[src/hw/sleep_ctrl_pkg.sv]
// sleep controller package: register map, field layout, modes, timing
// assumes a single 50 MHz peripheral clock domain
package sleep_ctrl_pkg;

  localparam logic [3:0] sleep_control_off = 4'h0;
  localparam logic [3:0] run_in_standby_off = 4'h4;
  localparam logic [3:0] status_off = 4'h8;

  localparam int sleep_enable_bit_pos = 0;
  localparam int sleep_mode_select_lsb = 1;
  localparam logic [7:0] sleep_control_rst = 8'h00;
  localparam logic [7:0] sleep_control_wmask = 8'h07;
  localparam logic [5:0] run_in_standby_rst = 6'h00;

  localparam logic [1:0] idle_code = 2'h0;
  localparam logic [1:0] standby_code = 2'h1;
  localparam logic [1:0] power_down_code = 2'h2;
  localparam logic [1:0] bod_wait_code = 2'h3;

  localparam int wake_cycles = 6;
  localparam int osc_startup_ns = 2000;
  localparam int clk_period_ns = 20;
  localparam int osc_startup_cycles =
    (osc_startup_ns + clk_period_ns - 1) / clk_period_ns;

  // run-in-standby / wake index: rtc, uart sof, timer b, adc window, ac,
  // custom logic
  localparam int n_stby = 6;
  localparam int custom_logic_idx = 5;

  typedef enum logic [3:0] {
    st_active = 4'b0001,
    st_sleep  = 4'b0010,
    st_wake   = 4'b0100,
    st_bodwt  = 4'b1000
  } slp_state_t;

  typedef struct packed {
    logic [n_stby-1:0] stby;
    logic pin_or_ext;
    logic twi_match;
    logic periodic_interrupt_timer;
    logic level_monitor;
    logic other;
  } wake_src_t;

  typedef struct packed {
    logic cpu_clk_en;
    logic per_clk_en;
    logic [n_stby-1:0] unit_clk_en;
    logic main_osc_en;
    logic rtc_osc_en;
  } gate_t;

endpackage : sleep_ctrl_pkg

[src/hw/sleep_mode_controller.sv]
// sleep mode controller with an axi4-lite register slave
// assumes the cpu halts on o_gate.cpu_clk_en low; wake sources are levels
//
// The implementer's own choice: register access over AXI4-Lite.
`timescale 1ns/1ps
`default_nettype none
module sleep_mode_controller
  import sleep_ctrl_pkg::*;
#(
  parameter int osc_cycles = osc_startup_cycles
) (
  // clock, reset, enable
  input wire logic i_clk,
  input wire logic i_sys_rst,
  input wire logic i_ce,
  // axi4-lite write
  input wire logic [3:0] i_awaddr,
  input wire logic i_awvalid,
  output logic o_awready,
  input wire logic [31:0] i_wdata,
  input wire logic [3:0] i_wstrb,
  input wire logic i_wvalid,
  output logic o_wready,
  output logic [1:0] o_bresp,
  output logic o_bvalid,
  input wire logic i_bready,
  // axi4-lite read
  input wire logic [3:0] i_araddr,
  input wire logic i_arvalid,
  output logic o_arready,
  output logic [31:0] o_rdata,
  output logic [1:0] o_rresp,
  output logic o_rvalid,
  input wire logic i_rready,
  // cpu, wake sources, brownout detector
  input wire logic i_sleep_instr,
  input wire logic i_debug_break,
  input wire wake_src_t i_wake,
  input wire logic i_custom_logic_needs_clk,
  input wire logic i_per_needs_main,
  input wire logic i_rtc_in_use,
  input wire logic [1:0] i_bod_active_mode,
  input wire logic i_bod_ready,
  // clock gating
  output gate_t o_gate,
  output logic o_resume
);

  typedef struct packed {
    slp_state_t st;
    logic [1:0] mode;
    logic main_off;
    logic [15:0] cnt;
    logic [7:0] ctrl;
    logic [n_stby-1:0] rstby;
    logic awh, wh, bv, rv;
    logic [3:0] awa;
    logic [31:0] wd;
    logic [3:0] ws;
    logic [31:0] rd;
    logic [1:0] bresp, rresp;
    gate_t gate;
    logic resume;
  } state_t;

  state_t q, d;
  logic [n_stby-1:0] stby_ok;
  logic wake_ev;
  logic [15:0] wake_len;

  for (genvar g = 0; g < n_stby; g++) begin : g_stby
    // custom logic wake in standby also needs run_in_standby
    assign stby_ok[g] = i_wake.stby[g] & q.rstby[g];
  end

  always_comb begin
    unique case (q.mode)
      idle_code: wake_ev = |i_wake;
      standby_code: wake_ev = i_wake.pin_or_ext | i_wake.twi_match |
        i_wake.periodic_interrupt_timer | (|stby_ok);
      default: wake_ev = i_wake.pin_or_ext | i_wake.periodic_interrupt_timer |
        i_wake.level_monitor | i_wake.twi_match |
        (i_wake.stby[custom_logic_idx] &
        ~i_custom_logic_needs_clk);
    endcase
  end

  assign wake_len = q.main_off ? 16'(wake_cycles + osc_cycles)
                               : 16'(wake_cycles);

  always_comb begin
    d = q;
    d.resume = 1'b0;
    // register write: address and data taken in either order
    if (!q.awh && i_awvalid) begin
      d.awh = 1'b1;
      d.awa = i_awaddr;
    end
    if (!q.wh && i_wvalid) begin
      d.wh = 1'b1;
      d.wd = i_wdata;
      d.ws = i_wstrb;
    end
    if (q.awh && q.wh && !q.bv) begin
      d.awh = 1'b0;
      d.wh = 1'b0;
      d.bv = 1'b1;
      d.bresp = 2'h0;
      if (q.awa == sleep_control_off) begin
        if (q.ws[0]) d.ctrl = q.wd[7:0] & sleep_control_wmask;
      end else if (q.awa == run_in_standby_off) begin
        if (q.ws[0]) d.rstby = q.wd[n_stby-1:0];
      end else if (q.awa != status_off) begin
        d.bresp = 2'h2;
      end
    end
    if (q.bv && i_bready) d.bv = 1'b0;
    if (!q.rv && i_arvalid) begin
      d.rv = 1'b1;
      d.rresp = 2'h0;
      d.rd = 32'h0;
      unique case (i_araddr)
        sleep_control_off: d.rd = {24'h0, q.ctrl};
        run_in_standby_off: d.rd = {26'h0, q.rstby};
        status_off: d.rd = {26'h0, q.mode, q.st};
        default: d.rresp = 2'h2;
      endcase
    end
    if (q.rv && i_rready) d.rv = 1'b0;

    unique case (q.st)
      st_active: begin
        if (i_sleep_instr && q.ctrl[sleep_enable_bit_pos]) begin
          d.st = st_sleep;
          d.mode = q.ctrl[sleep_mode_select_lsb +: 2];
          d.gate.cpu_clk_en = 1'b0;
          unique case (q.ctrl[sleep_mode_select_lsb +: 2])
            idle_code: d.main_off = 1'b0;
            standby_code: begin
              d.gate.per_clk_en = 1'b0;
              d.gate.unit_clk_en = q.rstby;
              d.gate.main_osc_en = i_per_needs_main;
              d.main_off = ~i_per_needs_main;
              d.gate.rtc_osc_en = q.rstby[0] | i_rtc_in_use;
            end
            default: begin
              d.gate.per_clk_en = 1'b0;
              d.gate.unit_clk_en = '0;
              d.gate.main_osc_en = 1'b0;
              d.gate.rtc_osc_en = i_rtc_in_use;
              d.main_off = 1'b1;
            end
          endcase
        end
      end
      st_sleep: begin
        if (wake_ev || i_debug_break) begin
          d.st = st_wake;
          d.cnt = 16'h0001;
          d.gate.per_clk_en = 1'b1;
          d.gate.unit_clk_en = '1;
          d.gate.main_osc_en = 1'b1;
          d.gate.rtc_osc_en = 1'b1;
        end
      end
      st_wake: begin
        d.cnt = q.cnt + 16'h0001;
        if (q.cnt >= wake_len) begin
          if (i_bod_active_mode == bod_wait_code && !i_bod_ready) begin
            d.st = st_bodwt;
          end else begin
            d.st = st_active;
            d.gate.cpu_clk_en = 1'b1;
            d.resume = 1'b1;
          end
        end
      end
      st_bodwt: begin
        if (i_bod_ready) begin
          d.st = st_active;
          d.gate.cpu_clk_en = 1'b1;
          d.resume = 1'b1;
        end
      end
      default: d.st = st_active;
    endcase
  end

  always_ff @(posedge i_clk or posedge i_sys_rst) begin
    if (i_sys_rst) begin
      q <= '0;
      q.st <= st_active;
      q.ctrl <= sleep_control_rst;
      q.rstby <= run_in_standby_rst;
      q.gate <= '1;
    end else if (i_ce) begin
      q <= d;
    end
  end

  assign o_awready = ~q.awh;
  assign o_wready = ~q.wh;
  assign o_bvalid = q.bv;
  assign o_bresp = q.bresp;
  assign o_arready = ~q.rv;
  assign o_rvalid = q.rv;
  assign o_rdata = q.rd;
  assign o_rresp = q.rresp;
  assign o_gate = q.gate;
  assign o_resume = q.resume;

  // wake count measurement for checks
  logic [15:0] gated_cnt;
  always_ff @(posedge i_clk or posedge i_sys_rst) begin
    if (i_sys_rst) gated_cnt <= 16'h0;
    else if (i_ce) gated_cnt <= (q.st == st_wake) ? gated_cnt + 16'h1 : 16'h0;
  end
endmodule : sleep_mode_controller
`default_nettype wire

[config.mk]
export PLATFORM = sky130hd
export DESIGN_NAME = sleep_mode_controller
export DESIGN_NICKNAME = d
export VERILOG_FILES = /design/src/hw/sleep_ctrl_pkg.sv /design/src/hw/sleep_mode_controller.sv
export SDC_FILE = /design/constraint.sdc
export NUM_CORES = 1
export LEC_CHECK = 0
export ABC_AREA = 1
export BUFFER_PORTS_ARGS = -buffer_cell sky130_fd_sc_hd__buf_2
export CORE_ASPECT_RATIO = 0.6
export CORE_UTILIZATION = 56
export DETAILED_ROUTE_END_ITERATION = 6
export PLACE_DENSITY = 0.92
export RECOVER_POWER = 50
export SYNTH_ARGS = -nofsm -noshare
export SYNTH_HDL_FRONTEND = slang
export SYNTH_SLANG_ARGS = --single-unit
[constraint.sdc]
create_clock -name i_clk -period 4.91 [get_ports i_clk]
set_input_delay 0.982 -clock i_clk [delete_from_list [all_inputs] [get_ports i_clk]]
set_output_delay 0.982 -clock i_clk [all_outputs]
set_load 0.1 [all_outputs]
# Word-level counts from Yosys, hierarchy flattened
# Index checks and enable logic that the tools add are counted.
[op_classes] mux=34 n_eq_ne=17 n_addsub=1 order_cmp=1 n_reduce_logical=44 bitwise_logic=21
[op_table] operator="$pmux 9 s2" n=2
[op_table] operator="$pmux 16 s2" n=1
[op_table] operator="$pmux 6 s3" n=1
[op_table] operator="$add 16x1->16 const B" n=1
[op_table] operator="$ge 16x7->1" n=1
[op_table] operator="$mux 16" n=1
[op_table] operator="$mux 4" n=4
[op_table] operator="$pmux 4 s4" n=1
[op_table] operator="$reduce_and 2->1" n=8
[op_table] operator="$reduce_and 5->1" n=3
[op_table] operator="$mux 7" n=2
[op_table] operator="$eq 4x3->1 const B" n=3
[op_table] operator="$ne 2x2->1 const B" n=6
[op_table] operator="$reduce_bool 2->1" n=6
[op_table] operator="$mux 1" n=11
[op_table] operator="$reduce_or 11->1" n=1
[op_table] operator="$mux 10" n=1
[op_table] operator="$logic_and 1x1->1" n=9
[op_table] operator="$mux 9" n=1
[op_table] operator="$eq 4x4->1 const B" n=2
[op_table] operator="$logic_not 4->1" n=2
[op_table] operator="$mux 2" n=4
[op_table] operator="$or 1x1->1" n=8
[op_table] operator="$and 1x1->1" n=7
[op_table] operator="other kinds (18)" n=32
[totals] in_bits=71 reg_bits=94 wordCells=140 out_inout_bits=52

# Depth between registers and ports, before layout
# Gate-level depths: netlist of the first run.
[logic_depth] ltp_word=8 mapped_depth=12 mapped_depth_nobuf=12

# Least setup slack after synthesis of the first run
# No wires, ideal clock.
[synth_timing] kind="flip-flop to output port" start="register q, in the netlist o_rvalid" end="output port o_arready" path_slack_ns=2.338 stages_incl_launch_ff=2 path_buffers=0 t_arrival_ns=1.590 path_cell_list="dfrtp_1 -> inv_1"
[synth_via] elab_chain_cells=1
[synth_rtl] item="start: declaration" line="sleep_mode_controller.sv:66" rtl="state_t q, d;"
[synth_rtl] item="$not 1->1" line="sleep_mode_controller.sv:205" rtl="assign o_arready = ~q.rv;"
[synth_rtl] item="end: declaration" line="sleep_mode_controller.sv:30" rtl="output logic o_arready,"
# No other way between the ends.

# Worst setup path after layout of the first run
[layout_timing] start="input port i_ce" end="register q[123] (netlist bit)"
[layout_via] elab_chain_cells=1
[layout_rtl] item="start: declaration" line="sleep_mode_controller.sv:15" rtl="input wire logic i_ce,"
[layout_rtl] item="$reduce_and 3->1 (no line)"
# No other way between the ends.
# A chain may end at the register's enable or synchronous reset.

==> impl_metrics.sql, run 1 <==
INSERT INTO impl_metrics (metric_group, metric, value, unit) VALUES
('min_path', 'timing.hold.worst_path_depth', '2', ''),
('synthesis', 'ys_seq_area_share', '41.9', '%'),
('place', 'number_of_port_buffers', '65', ''),
('global_routing', 'gr-total-overflow', '0', ''),
('synthesis', 'seq_cells_post_synth', '66', ''),
('global_routing', 'globalRouteTotalUtil', '26.9', '%'),
('routing', 'post_route_drc_violation_count', '0', ''),
('min_path', 'min_to', 'o_gate[9]', ''),
('synthesis', 'ys_top_cells_by_count', 'nand2_1 (139), nor2_1 (63), dfrtp_1 (55), inv_1 (52), buf_4 (47)', ''),
('sta', 'max_clock_freq', '347', 'MHz'),
('routing', 'route.detailed.wl_per_inst', '14.4', 'um'),
('routing', 'route.top_layer_used', 'met4', ''),
('routing', 'met3RoutedLength', '960', 'um'),
('finish', 'antenna_cells_inserted', '0', ''),
('global_routing', 'grt_pass1_wl', '15500', 'um'),
('synthesis', 'synth_enable_flop_cells', '0', ''),
('power_and_ir_drop', 'p_comb_share', '38.1', '%'),
('power_and_ir_drop', 'power_switching', '1.11', 'mW'),
('die', 'die-height', '67.3', 'um'),
('setup_path', 'crit_type', 'primary input to flip-flop', ''),
('finish', 'area_delta_synth_final', '11.7', '%'),
('synthesis', 'main_area_contributors_after_synthesis', 'dfrtp_1 (35%), nand2_1 (13%), buf_4 (8.9%)', ''),
('clock_network', 'post_cts_resized', '0', ''),
('setup_path', 'worst_setup_path_end_kind', 'flip-flop', ''),
('setup_path', 'r2r_start', 'q[125]', ''),
('sta', 'setup_violations', '0', ''),
('setup_path', 'critical_path_cell_count', '4', ''),
('synthesis', 'synth_most_common_cell', 'nand2_1', ''),
('setup_path', 'path_cells', 'clkbuf_1 > inv_1 > nor3_2 > o21ai_0', ''),
('synthesis', 'synthArstFlopShare', '100', '%'),
('place', 'dp.cells', '646', ''),
('routing', 'detailroute.via_count', '3560', ''),
('clock_network', 'cts_buffer_depth', '2', ''),
('routing', 'detail_route.wirelength', '9510', 'um'),
('setup_path', 'startpoint_type', 'primary input', ''),
('setup_path', 'critical_path_peak_fanout', '28', ''),
('min_path', 'hold_class', 'flip-flop to flip-flop', ''),
('finish', 'layout-drive-gt1-share', '20.5', '%'),
('sta', 'min_period_over_period', '58.6', '%'),
('global_routing', 'vias_in_the_first_global_route', '3282', ''),
('synthesis', 'post-synth-top-area-cell', 'dfrtp_1', ''),
('power_and_ir_drop', 'internal_power', '1.33', 'mW'),
('synthesis', 'synth_cell_type_count', '36', ''),
('setup_path', 'timing.rr.end', 'q[106]', ''),
('run_status', 'outcome', 'finished, final reports clean', ''),
('clock_network', 'cts_max_level', '3', ''),
('setup_path', 'cp_data_required_time', '5.10', 'ns'),
('clock_network', 'tritoncts_num_sinks', '66', ''),
('clock_network', 'cts_hold_buffers', '0', ''),
('die', 'floorplan.die_area', '0.00745', 'mm2'),
('finish', 'multi_input_gate_area', '0.00179', 'mm2'),
('sta', 'finalMaxSlewViolations', '0', ''),
('setup_path', 'worst_ep_arrival_time', '3.07', 'ns'),
('routing', 'routed_via_density', '5.38', ''),
('synthesis', 'netlist_area', '0.00398', 'mm2'),
('die', 'placeableCoreArea', '0.00676', 'mm2'),
('routing', 'ant_nets', '0', ''),
('sta', 'fin_worst_skew', '0.00565', 'ns'),
('global_routing', 'antenna_found_initial', '0', ''),
('sta', 'max-slew-margin-rel', '9.78', '%'),
('min_path', 'hold_path_startpoint', 'o_gate[9]', ''),
('die', 'fp.dieW', '111', 'um'),
('setup_path', 'cpMaxStageDelayCell', 'clkbuf_1', ''),
('finish', 'fin_cells', '662', ''),
('setup_path', 'critical_path.max_stage_delay', '0.97', 'ns'),
('power_and_ir_drop', 'share_seq_of_total_power', '33.1', '%'),
('clock_network', 'worst_setup_hold_path_clk_slew', '0.06', 'ns'),
('finish', 'nets', '647', ''),
('power_and_ir_drop', 'p_clk_share', '28.9', '%'),
('finish', 'fillers', '540', ''),
('power_and_ir_drop', 'power_density', '548', 'mW/mm2');
-- power by group through the flow --
stage,combinational (mW),clock (mW),sequential [mW]
finish,0.928,0.703,0.806
global route,0.992,0.729,0.818
CTS,0.926,0.711,0.800
detailed placement,0.918,0,0.805
global placement,0.885,0,0.794
floorplan,0.808,0,0.810
-- worst max-delay path by stage --
| stage | slack, ns | from | end |
|---|---|---|---|
| after CTS | 2.62 | o_gate[0] | o_gate[0] |
| after global routing | 1.86 | i_ce | q[123] |
| after detailed placement | 2.40 | i_ce | q[92] |
| after global placement | 2.44 | i_ce | q[121] |
| after floorplan | 2.29 | i_sys_rst | o_bresp[1] |
| final | 2.03 | i_ce | q[123] |
-- metal layers --
| metal | vias to the layer above | track usage [%] |
|---|---|---|
| met2 | 215 | 43.6 |
| met4 | 0 | 10.5 |
| met3 | 27 | 6.55 |
| met1 | 1641 | 35.5 |
| li1 | 1677 | - |
| met5 | - | 0 |
-- through the flow --
stage                     utilization (%)  hold slack, ns  power, mW  worst slack, ns  instance area (um2)
after floorplan                         -           0.446       1.62             2.29                 4080
after global placement               60.8           0.462       1.68             2.44                 4110
after detailed placement             60.8           0.466       1.72             2.40                 4110
after CTS                            65.7           0.480       2.44             2.62                 4440
after global routing                 65.7           0.497       2.54             1.86                 4440
final                                65.7           0.477       2.44             2.03                 4440
-- area by class of cell --
class | count | area share, %
multi-input combinational | 370 | 40.4
inverter | 57 | 4.82
sequential | 66 | 37.5
tap | 87 | 2.45
timing repair buffer | 66 | 7.46
clock buffer | 10 | 5.38
clock inverter | 6 | 2.03
-- cell families after synthesis --
kind of cell	after synthesis	synth area share (%)
other cells	1	0.0943
fa+ha+maj	6	1.89
buf+inv	113	15.5
simple gates	267	29.8
flops	66	41.9
compound gates	57	8.03
mux	2	0.567
xor+xnor	10	2.20
-- worst reg2reg max path: stages, from the launching register on --
cell,delay (ns)
dfrtp_1,0.40
inv_1,0.14
nand2_1,0.16
nor3_4,0.31
inv_2,0.22
nand2_4,0.25
nand2_4,0.18
nand2_1,0.18
nand2_1,0.08
-- layout by cell type, fill, tap and decap left out, drive strengths merged, types with 22 or more instances in the layout --
master / n
a21oi: 22
o21ai: 32
nand3: 36
conb: 28
dfrtp: 55
nor2: 65
buf: 65
inv: 57
nand2: 142
-- state kept, by name, indices dropped and copies added, names as in the netlist --
register and cells:
o_bresp 1, o_gate 10, o_resume 1, q 45
o_bvalid 1, o_rdata 6, o_rresp 1, o_rvalid 1
Note: power is estimated with default switching activity, not from simulation.
==> run 2: changes to the inputs <==
- CORE_UTILIZATION: 56 -> 52
- PLACE_DENSITY: 0.92 -> 0.87
- clock period: 4.91 -> 2.82 ns (I/O delays scaled with it)
==> run 2 against run 1 <==
Against the previous run:
- the flow now finishes with violations (capacitance limit, slew limit)
- count of clock-buffer cells in the layout stayed put
- clock skew is 0.0014 ns higher
- sequential power is 72% higher
- critical endpoint is now q[121]
- largest cell class unchanged
==> impl_metrics.sql, run 2 (synthesis results as in run 1) <==
INSERT INTO impl_metrics (metric_group, metric, value, unit) VALUES
('global_routing', 'vias_in_the_first_global_route', '3136', ''),
('finish', 'max_flop_register', 'q', ''),
('clock_network', 'post_cts_resized', '0', ''),
('sta', 'max_clock_freq', '480', 'MHz'),
('die', 'initial_utilization', '54.3', '%'),
('min_path', 'hold_class', 'primary input to flip-flop', ''),
('sta', 'fin_worst_skew', '0.00704', 'ns'),
('sta', 'setup_repair_after_global_routing_missed_its_margin', 'no', ''),
('sta', 'finalHoldViolCount', '0', ''),
('routing', 'route.detailed.wl_per_inst', '13.3', 'um'),
('place', 'dp_hpwl', '6610', 'um'),
('power_and_ir_drop', 'share_seq_of_total_power', '33.1', '%'),
('sta', 'finalMaxSlewViolations', '67', ''),
('die', 'fp.dieW', '115', 'um'),
('sta', 'min_period_over_period', '73.9', '%'),
('sta', 'timing_worst_slew_pin_value', '1.60', 'ns'),
('global_routing', 'globalRouteTotalUtil', '24.1', '%'),
('clock_network', 'cts_tree', 'built', ''),
('setup_path', 'critical_path_peak_fanout', '20', ''),
('die', 'core.rowCount', '24', ''),
('power_and_ir_drop', 'static-leakage-power', '2.31', 'nW'),
('routing', 'detailroute.via_count', '3466', ''),
('die', 'floorplan.die_area', '0.00801', 'mm2'),
('clock_network', 'setup_bufs_post_cts', '0', ''),
('routing', 'dr.first_iter.drc_count', '412', ''),
('finish', 'largest_register_ff_count', '45', ''),
('clock_network', 'insertion_delay', '0.33', 'ns'),
('global_routing', 'grt_pass1_wl', '14700', 'um'),
('routing', 'routed_via_density', '5.10', ''),
('power_and_ir_drop', 'internal_power', '2.31', 'mW'),
('setup_path', 'startpoint_type', 'primary input', ''),
('run_status', 'failing_checks', 'capacitance limit, slew limit', ''),
('place', 'number_of_port_buffers', '65', ''),
('sta', 'tns', '0', 'ns'),
('global_routing', 'gr-total-overflow', '0', ''),
('place', 'dp.cells', '664', ''),
('place', 'gp_congestion', '0.919', ''),
('die', 'design.portCount', '123', ''),
('finish', 'fin_cells', '680', ''),
('setup_path', 'cp_data_required_time', '3.08', 'ns'),
('finish', 'nets', '648', ''),
('run_status', 'outcome', 'finished with violations', ''),
('power_and_ir_drop', 'p_clk_share', '28.8', '%'),
('power_and_ir_drop', 'p_comb_share', '38.1', '%'),
('sta', 'max-slew-margin-rel', '-6.42', '%'),
('setup_path', 'crit_type', 'primary input to flip-flop', ''),
('finish', 'final_common_cell', 'nand2_1', ''),
('clock_network', 'cts_buffers', '9', ''),
('finish', 'area_delta_synth_final', '12.4', '%'),
('sta', 'setup_violations', '0', ''),
('die', 'placeableCoreArea', '0.00733', 'mm2'),
('clock_network', 'cts_buffer_depth', '2', ''),
('setup_path', 'worst_ep_arrival_time', '2.35', 'ns'),
('finish', 'utilization', '61.0', '%'),
('power_and_ir_drop', 'totalPowerFinal', '4.20', 'mW'),
('routing', 'detail_route.wirelength', '9070', 'um'),
('global_routing', 'antenna_found_initial', '0', ''),
('global_routing', 'grt_start_max_net_pins', '67', ''),
('power_and_ir_drop', 'power_density', '939', 'mW/mm2'),
('clock_network', 'worst_setup_hold_path_clk_slew', '0.06', 'ns'),
('clock_network', 'ctsRootBufferMaster', 'clkbuf_16', ''),
('power_and_ir_drop', 'power_switching', '1.88', 'mW'),
('finish', 'finish.instance_area', '0.00447', 'mm2'),
('run', 'timing.max_cap.violations', '1', ''),
('clock_network', 'tritoncts_num_sinks', '66', ''),
('clock_network', 'cts_hold_buffers', '0', ''),
('routing', 'drt-pass1-iter-count', '6', ''),
('power_and_ir_drop', 'peakVddDrop', '0.770', 'mV'),
('finish', 'layout-drive-gt1-share', '20.7', '%'),
('setup_path', 'worst_setup_path_end_kind', 'flip-flop', ''),
('finish', 'mostFrequentLayoutCells', 'nand2_1 (139), buf_2 (64), nor2_1 (63)', ''),
('finish', 'antenna_cells_inserted', '0', ''),
('clock_network', 'cts_max_level', '3', ''),
('die', 'die-height', '69.7', 'um'),
('routing', 'ant_nets', '0', ''),
('sta', 'period_minus_slack', '2.08', 'ns'),
('routing', 'post_route_drc_violation_count', '0', ''),
('power_and_ir_drop', 'p_sw_share', '44.9', '%'),
('place', 'placed_instance_area', '0.00414', 'mm2');
## run 2: changes by cell type in the layout (fill, tap and decap cells not counted), sizes merged
cell and change:
clkinv -3, clkinvlp +3, clkbuf +1
## run 2: power by group through the flow
stage / Sequential [mW] / Clock (mW) / Combinational [mW]
CTS: 1.38 / 1.23 / 1.60
floorplan: 1.41 / 0 / 1.41
global placement: 1.38 / 0 / 1.55
finish: 1.39 / 1.21 / 1.60
global route: 1.41 / 1.27 / 1.71
detailed placement: 1.39 / 0 / 1.59
## run 2: critical path, cell delays in order
cell and delay, ns:
clkbuf_1 0.71, o21ai_1 0.25, nor3_4 0.26, nand2_2 0.27, inv_2 0.14, nand2_1 0.07
o21ai_1 0.08
## run 2: layout make-up
type	instances	area, um2
clock inverters	6	90.1
repair buffers	67	337
flip-flops and latches	66	1670
multi-input cells	370	1790
inverters	57	214
well taps	104	130
clock buffers	10	239
fillers	646	2860
## run 2: per-stage QoR
step | hold slack (ns) | worst slack (ns)
after floorplan | 0.446 | 0.414
final | 0.475 | 0.736
after global routing | 0.475 | 0.505
after global placement | 0.462 | 0.894
after detailed placement | 0.466 | 0.806
after CTS | 0.466 | 0.957
## run 2: final timing paths
kind,start,end,slack [ns],cells after the start
worst max-delay path,i_ce,q[121],0.74,7
worst min-delay path,i_awaddr[1],q[84],0.47,2
worst max register to register,q[125],q[111],0.98,8
worst min register to register,o_gate[5],o_gate[5],0.48,2
max in group asynchronous,i_sys_rst,o_rdata[5],1.08,3
min in group asynchronous,i_sys_rst,q[90],0.79,3
## run 2: metal layers
layer / wire length [um] / vias to the layer above / part of all wire [%] / GRT usage [%]
li1: - / 1674 / - / -
met1: 4080 / 1584 / 45 / 33.5
met2: 3890 / 171 / 43 / 34.5
met3: 826 / 37 / 9.1 / 7.34
met4: 268 / 0 / 3.0 / 10.5
met5: 0 / - / 0 / 0
==> run 3: changes to the inputs <==
- clock period: 2.82 -> 2 ns (I/O delays scaled with it)
==> run 3 against run 2 <==
Against the previous run:
- clock skew down 0.0021 ns
- die area unchanged
- register-to-register slack lost 0.71 ns
- sequential share of layout area is 0.19 points lower
- the run now ends clean
- non-clock buffer count up 6
- combinational power up 43%
- critical path depth rose by 2
- highest routed layer unchanged
- largest cell class unchanged
==> impl_metrics.sql, run 3 (synthesis results as in run 1) <==
INSERT INTO impl_metrics (metric_group, metric, value, unit) VALUES
('finish', 'mostFrequentLayoutCells', 'nand2_1 (139), buf_2 (65), nor2_1 (63)', ''),
('place', 'dp_hpwl', '6850', 'um'),
('routing', 'drt-pass1-iter-count', '5', ''),
('sta', 'timing_worst_slew_pin_value', '0.814', 'ns'),
('clock_network', 'cts_tree', 'built', ''),
('sta', 'finalMaxSlewViolations', '0', ''),
('routing', 'route.detailed.wl_per_inst', '13.5', 'um'),
('sta', 'finalHoldViolCount', '0', ''),
('routing', 'routed_via_density', '5.09', ''),
('place', 'gp_congestion', '0.905', ''),
('clock_network', 'insertion_delay', '0.33', 'ns'),
('finish', 'multi_input_gate_area', '0.00179', 'mm2'),
('global_routing', 'grt_start_max_net_pins', '19', ''),
('routing', 'ant_nets', '0', ''),
('finish', 'largest_register_ff_count', '45', ''),
('die', 'core.rowCount', '24', ''),
('finish', 'final_common_cell', 'nand2_1', ''),
('die', 'floorplan.die_area', '0.00801', 'mm2'),
('finish', 'area_delta_synth_final', '13.2', '%'),
('finish', 'fillers', '662', ''),
('global_routing', 'grt_pass1_wl', '15200', 'um'),
('finish', 'utilization', '61.4', '%'),
('sta', 'tns', '0', 'ns'),
('routing', 'post_route_drc_violation_count', '0', ''),
('finish', 'nets', '654', ''),
('die', 'initial_utilization', '54.3', '%'),
('finish', 'max_flop_register', 'q', ''),
('power_and_ir_drop', 'static-leakage-power', '2.33', 'nW'),
('clock_network', 'cts_max_level', '3', ''),
('sta', 'fin_worst_skew', '0.00494', 'ns'),
('sta', 'setup_violations', '0', ''),
('place', 'dp_slack', '0.261', 'ns'),
('finish', 'layout-drive-gt1-share', '21.1', '%'),
('global_routing', 'antenna_found_initial', '0', ''),
('run', 'timing.max_cap.violations', '0', ''),
('sta', 'min_period_over_period', '86.4', '%'),
('power_and_ir_drop', 'power_density', '1310', 'mW/mm2'),
('die', 'placeableCoreArea', '0.00733', 'mm2'),
('clock_network', 'cts_buffer_depth', '2', ''),
('run_status', 'outcome', 'finished, final reports clean', ''),
('clock_network', 'setup_bufs_post_cts', '0', ''),
('sta', 'max_clock_freq', '578', 'MHz'),
('sta', 'postLayoutSetupSlackWorst', '0.271', 'ns'),
('sta', 'max-slew-margin-rel', '45.4', '%'),
('setup_path', 'crit_type', 'flip-flop to flip-flop', ''),
('sta', 'setup_repair_after_global_routing_missed_its_margin', 'no', ''),
('place', 'placed_instance_area', '0.00421', 'mm2'),
('finish', 'finish.instance_area', '0.00450', 'mm2'),
('global_routing', 'gr-total-overflow', '0', ''),
('sta', 'whs', '0.176', 'ns'),
('routing', 'dr.first_iter.drc_count', '349', ''),
('routing', 'detail_route.wirelength', '9240', 'um'),
('min_path', 'hold_class', 'primary input to asynchronous set/reset pin', ''),
('power_and_ir_drop', 'peakVddDrop', '1.08', 'mV'),
('setup_path', 'cp_data_required_time', '2.22', 'ns'),
('global_routing', 'vias_in_the_first_global_route', '3213', ''),
('clock_network', 'cts_hold_buffers', '0', ''),
('setup_path', 'worst_setup_path_end_kind', 'flip-flop', ''),
('die', 'die-height', '69.7', 'um'),
('setup_path', 'critical_path_peak_fanout', '4', ''),
('global_routing', 'globalRouteTotalUtil', '25.0', '%'),
('setup_path', 'worst_ep_arrival_time', '1.95', 'ns'),
('place', 'number_of_port_buffers', '65', ''),
('sta', 'period_minus_slack', '1.73', 'ns'),
('finish', 'final-seq-area', '0.00167', 'mm2'),
('finish', 'antenna_cells_inserted', '0', ''),
('die', 'fp.dieW', '115', 'um'),
('clock_network', 'worst_setup_hold_path_clk_slew', '0.05', 'ns'),
('die', 'design.portCount', '123', ''),
('clock_network', 'ctsRootBufferMaster', 'clkbuf_16', ''),
('clock_network', 'tritoncts_num_sinks', '66', ''),
('clock_network', 'post_cts_resized', '0', ''),
('routing', 'detailroute.via_count', '3493', ''),
('setup_path', 'startpoint_type', 'flip-flop', ''),
('clock_network', 'cts_buffers', '9', ''),
('setup_path', 'worst_r2r_path_depth', '9', '');
==> run 3: cell types whose count changed in the layout (fill, tap and decap cells not counted), moves of 2 or more <==
cell / before / now
buf_4: 1 / 3
clkinvlp_2: 0 / 2
clkbuf_1: 1 / 6
inv_1: 52 / 50
clkbuf_8: 1 / 3
clkinvlp_4: 4 / 0
==> run 3: layout make-up <==
cell class,count,area share (%)
multi-input cells,370,39.8
flip-flops and latches,66,37.1
repair buffers,73,8.51
clock buffers,14,6.09
inverters,57,4.81
well taps,104,2.89
clock inverters,2,0.778
==> run 3: worst paths after layout <==
| path | startpoint | end | slack, ns |
|---|---|---|---|
| worst max-delay path | q[121] | q[125] | 0.27 |
| worst min-delay path | i_sys_rst | q[123] | 0.18 |
| worst max register to register | q[121] | q[125] | 0.27 |
| worst min register to register | o_gate[8] | o_gate[8] | 0.47 |
| max in group asynchronous | i_sys_rst | o_rvalid | 0.67 |
| min in group i_clk | i_awaddr[0] | q[83] | 0.30 |
==> run 3: through the flow <==
step | cells | total power [mW]
floorplan | 549 | 3.98
global placement | 670 | 4.17
detailed placement | 670 | 4.25
CTS | 686 | 5.90
global route | 686 | 6.14
finish | 686 | 5.88
==> run 3: routing by layer <==
| metal | part of all wire, % | global-route usage (%) | up-vias |
|---|---|---|---|
| li1 | - | - | 1696 |
| met1 | 45 | 34.8 | 1596 |
| met2 | 44 | 36.9 | 183 |
| met3 | 9.3 | 6.99 | 18 |
| met4 | 1.5 | 9.67 | 0 |
| met5 | 0 | 0 | - |
==> run 3: power breakdown <==
| part | switching (mW) | leakage, nW | internal (mW) |
|---|---|---|---|
| Sequential | 0.251 | 0.813 | 1.72 |
| Combinational | 1.84 | 1.36 | 0.448 |
| Clock | 0.556 | 0.153 | 1.06 |
==> run 3: worst max-delay path, cell delays in order, from the launching register on <==
cell and delay (ns):
dfrtp_1 0.39, inv_1 0.11, ha_1 0.29, nand2_1 0.07, nor3b_1 0.18, nand2_1 0.07, nand3_1 0.11, nand4_1 0.22
nand2_1 0.11, nand2_1 0.05
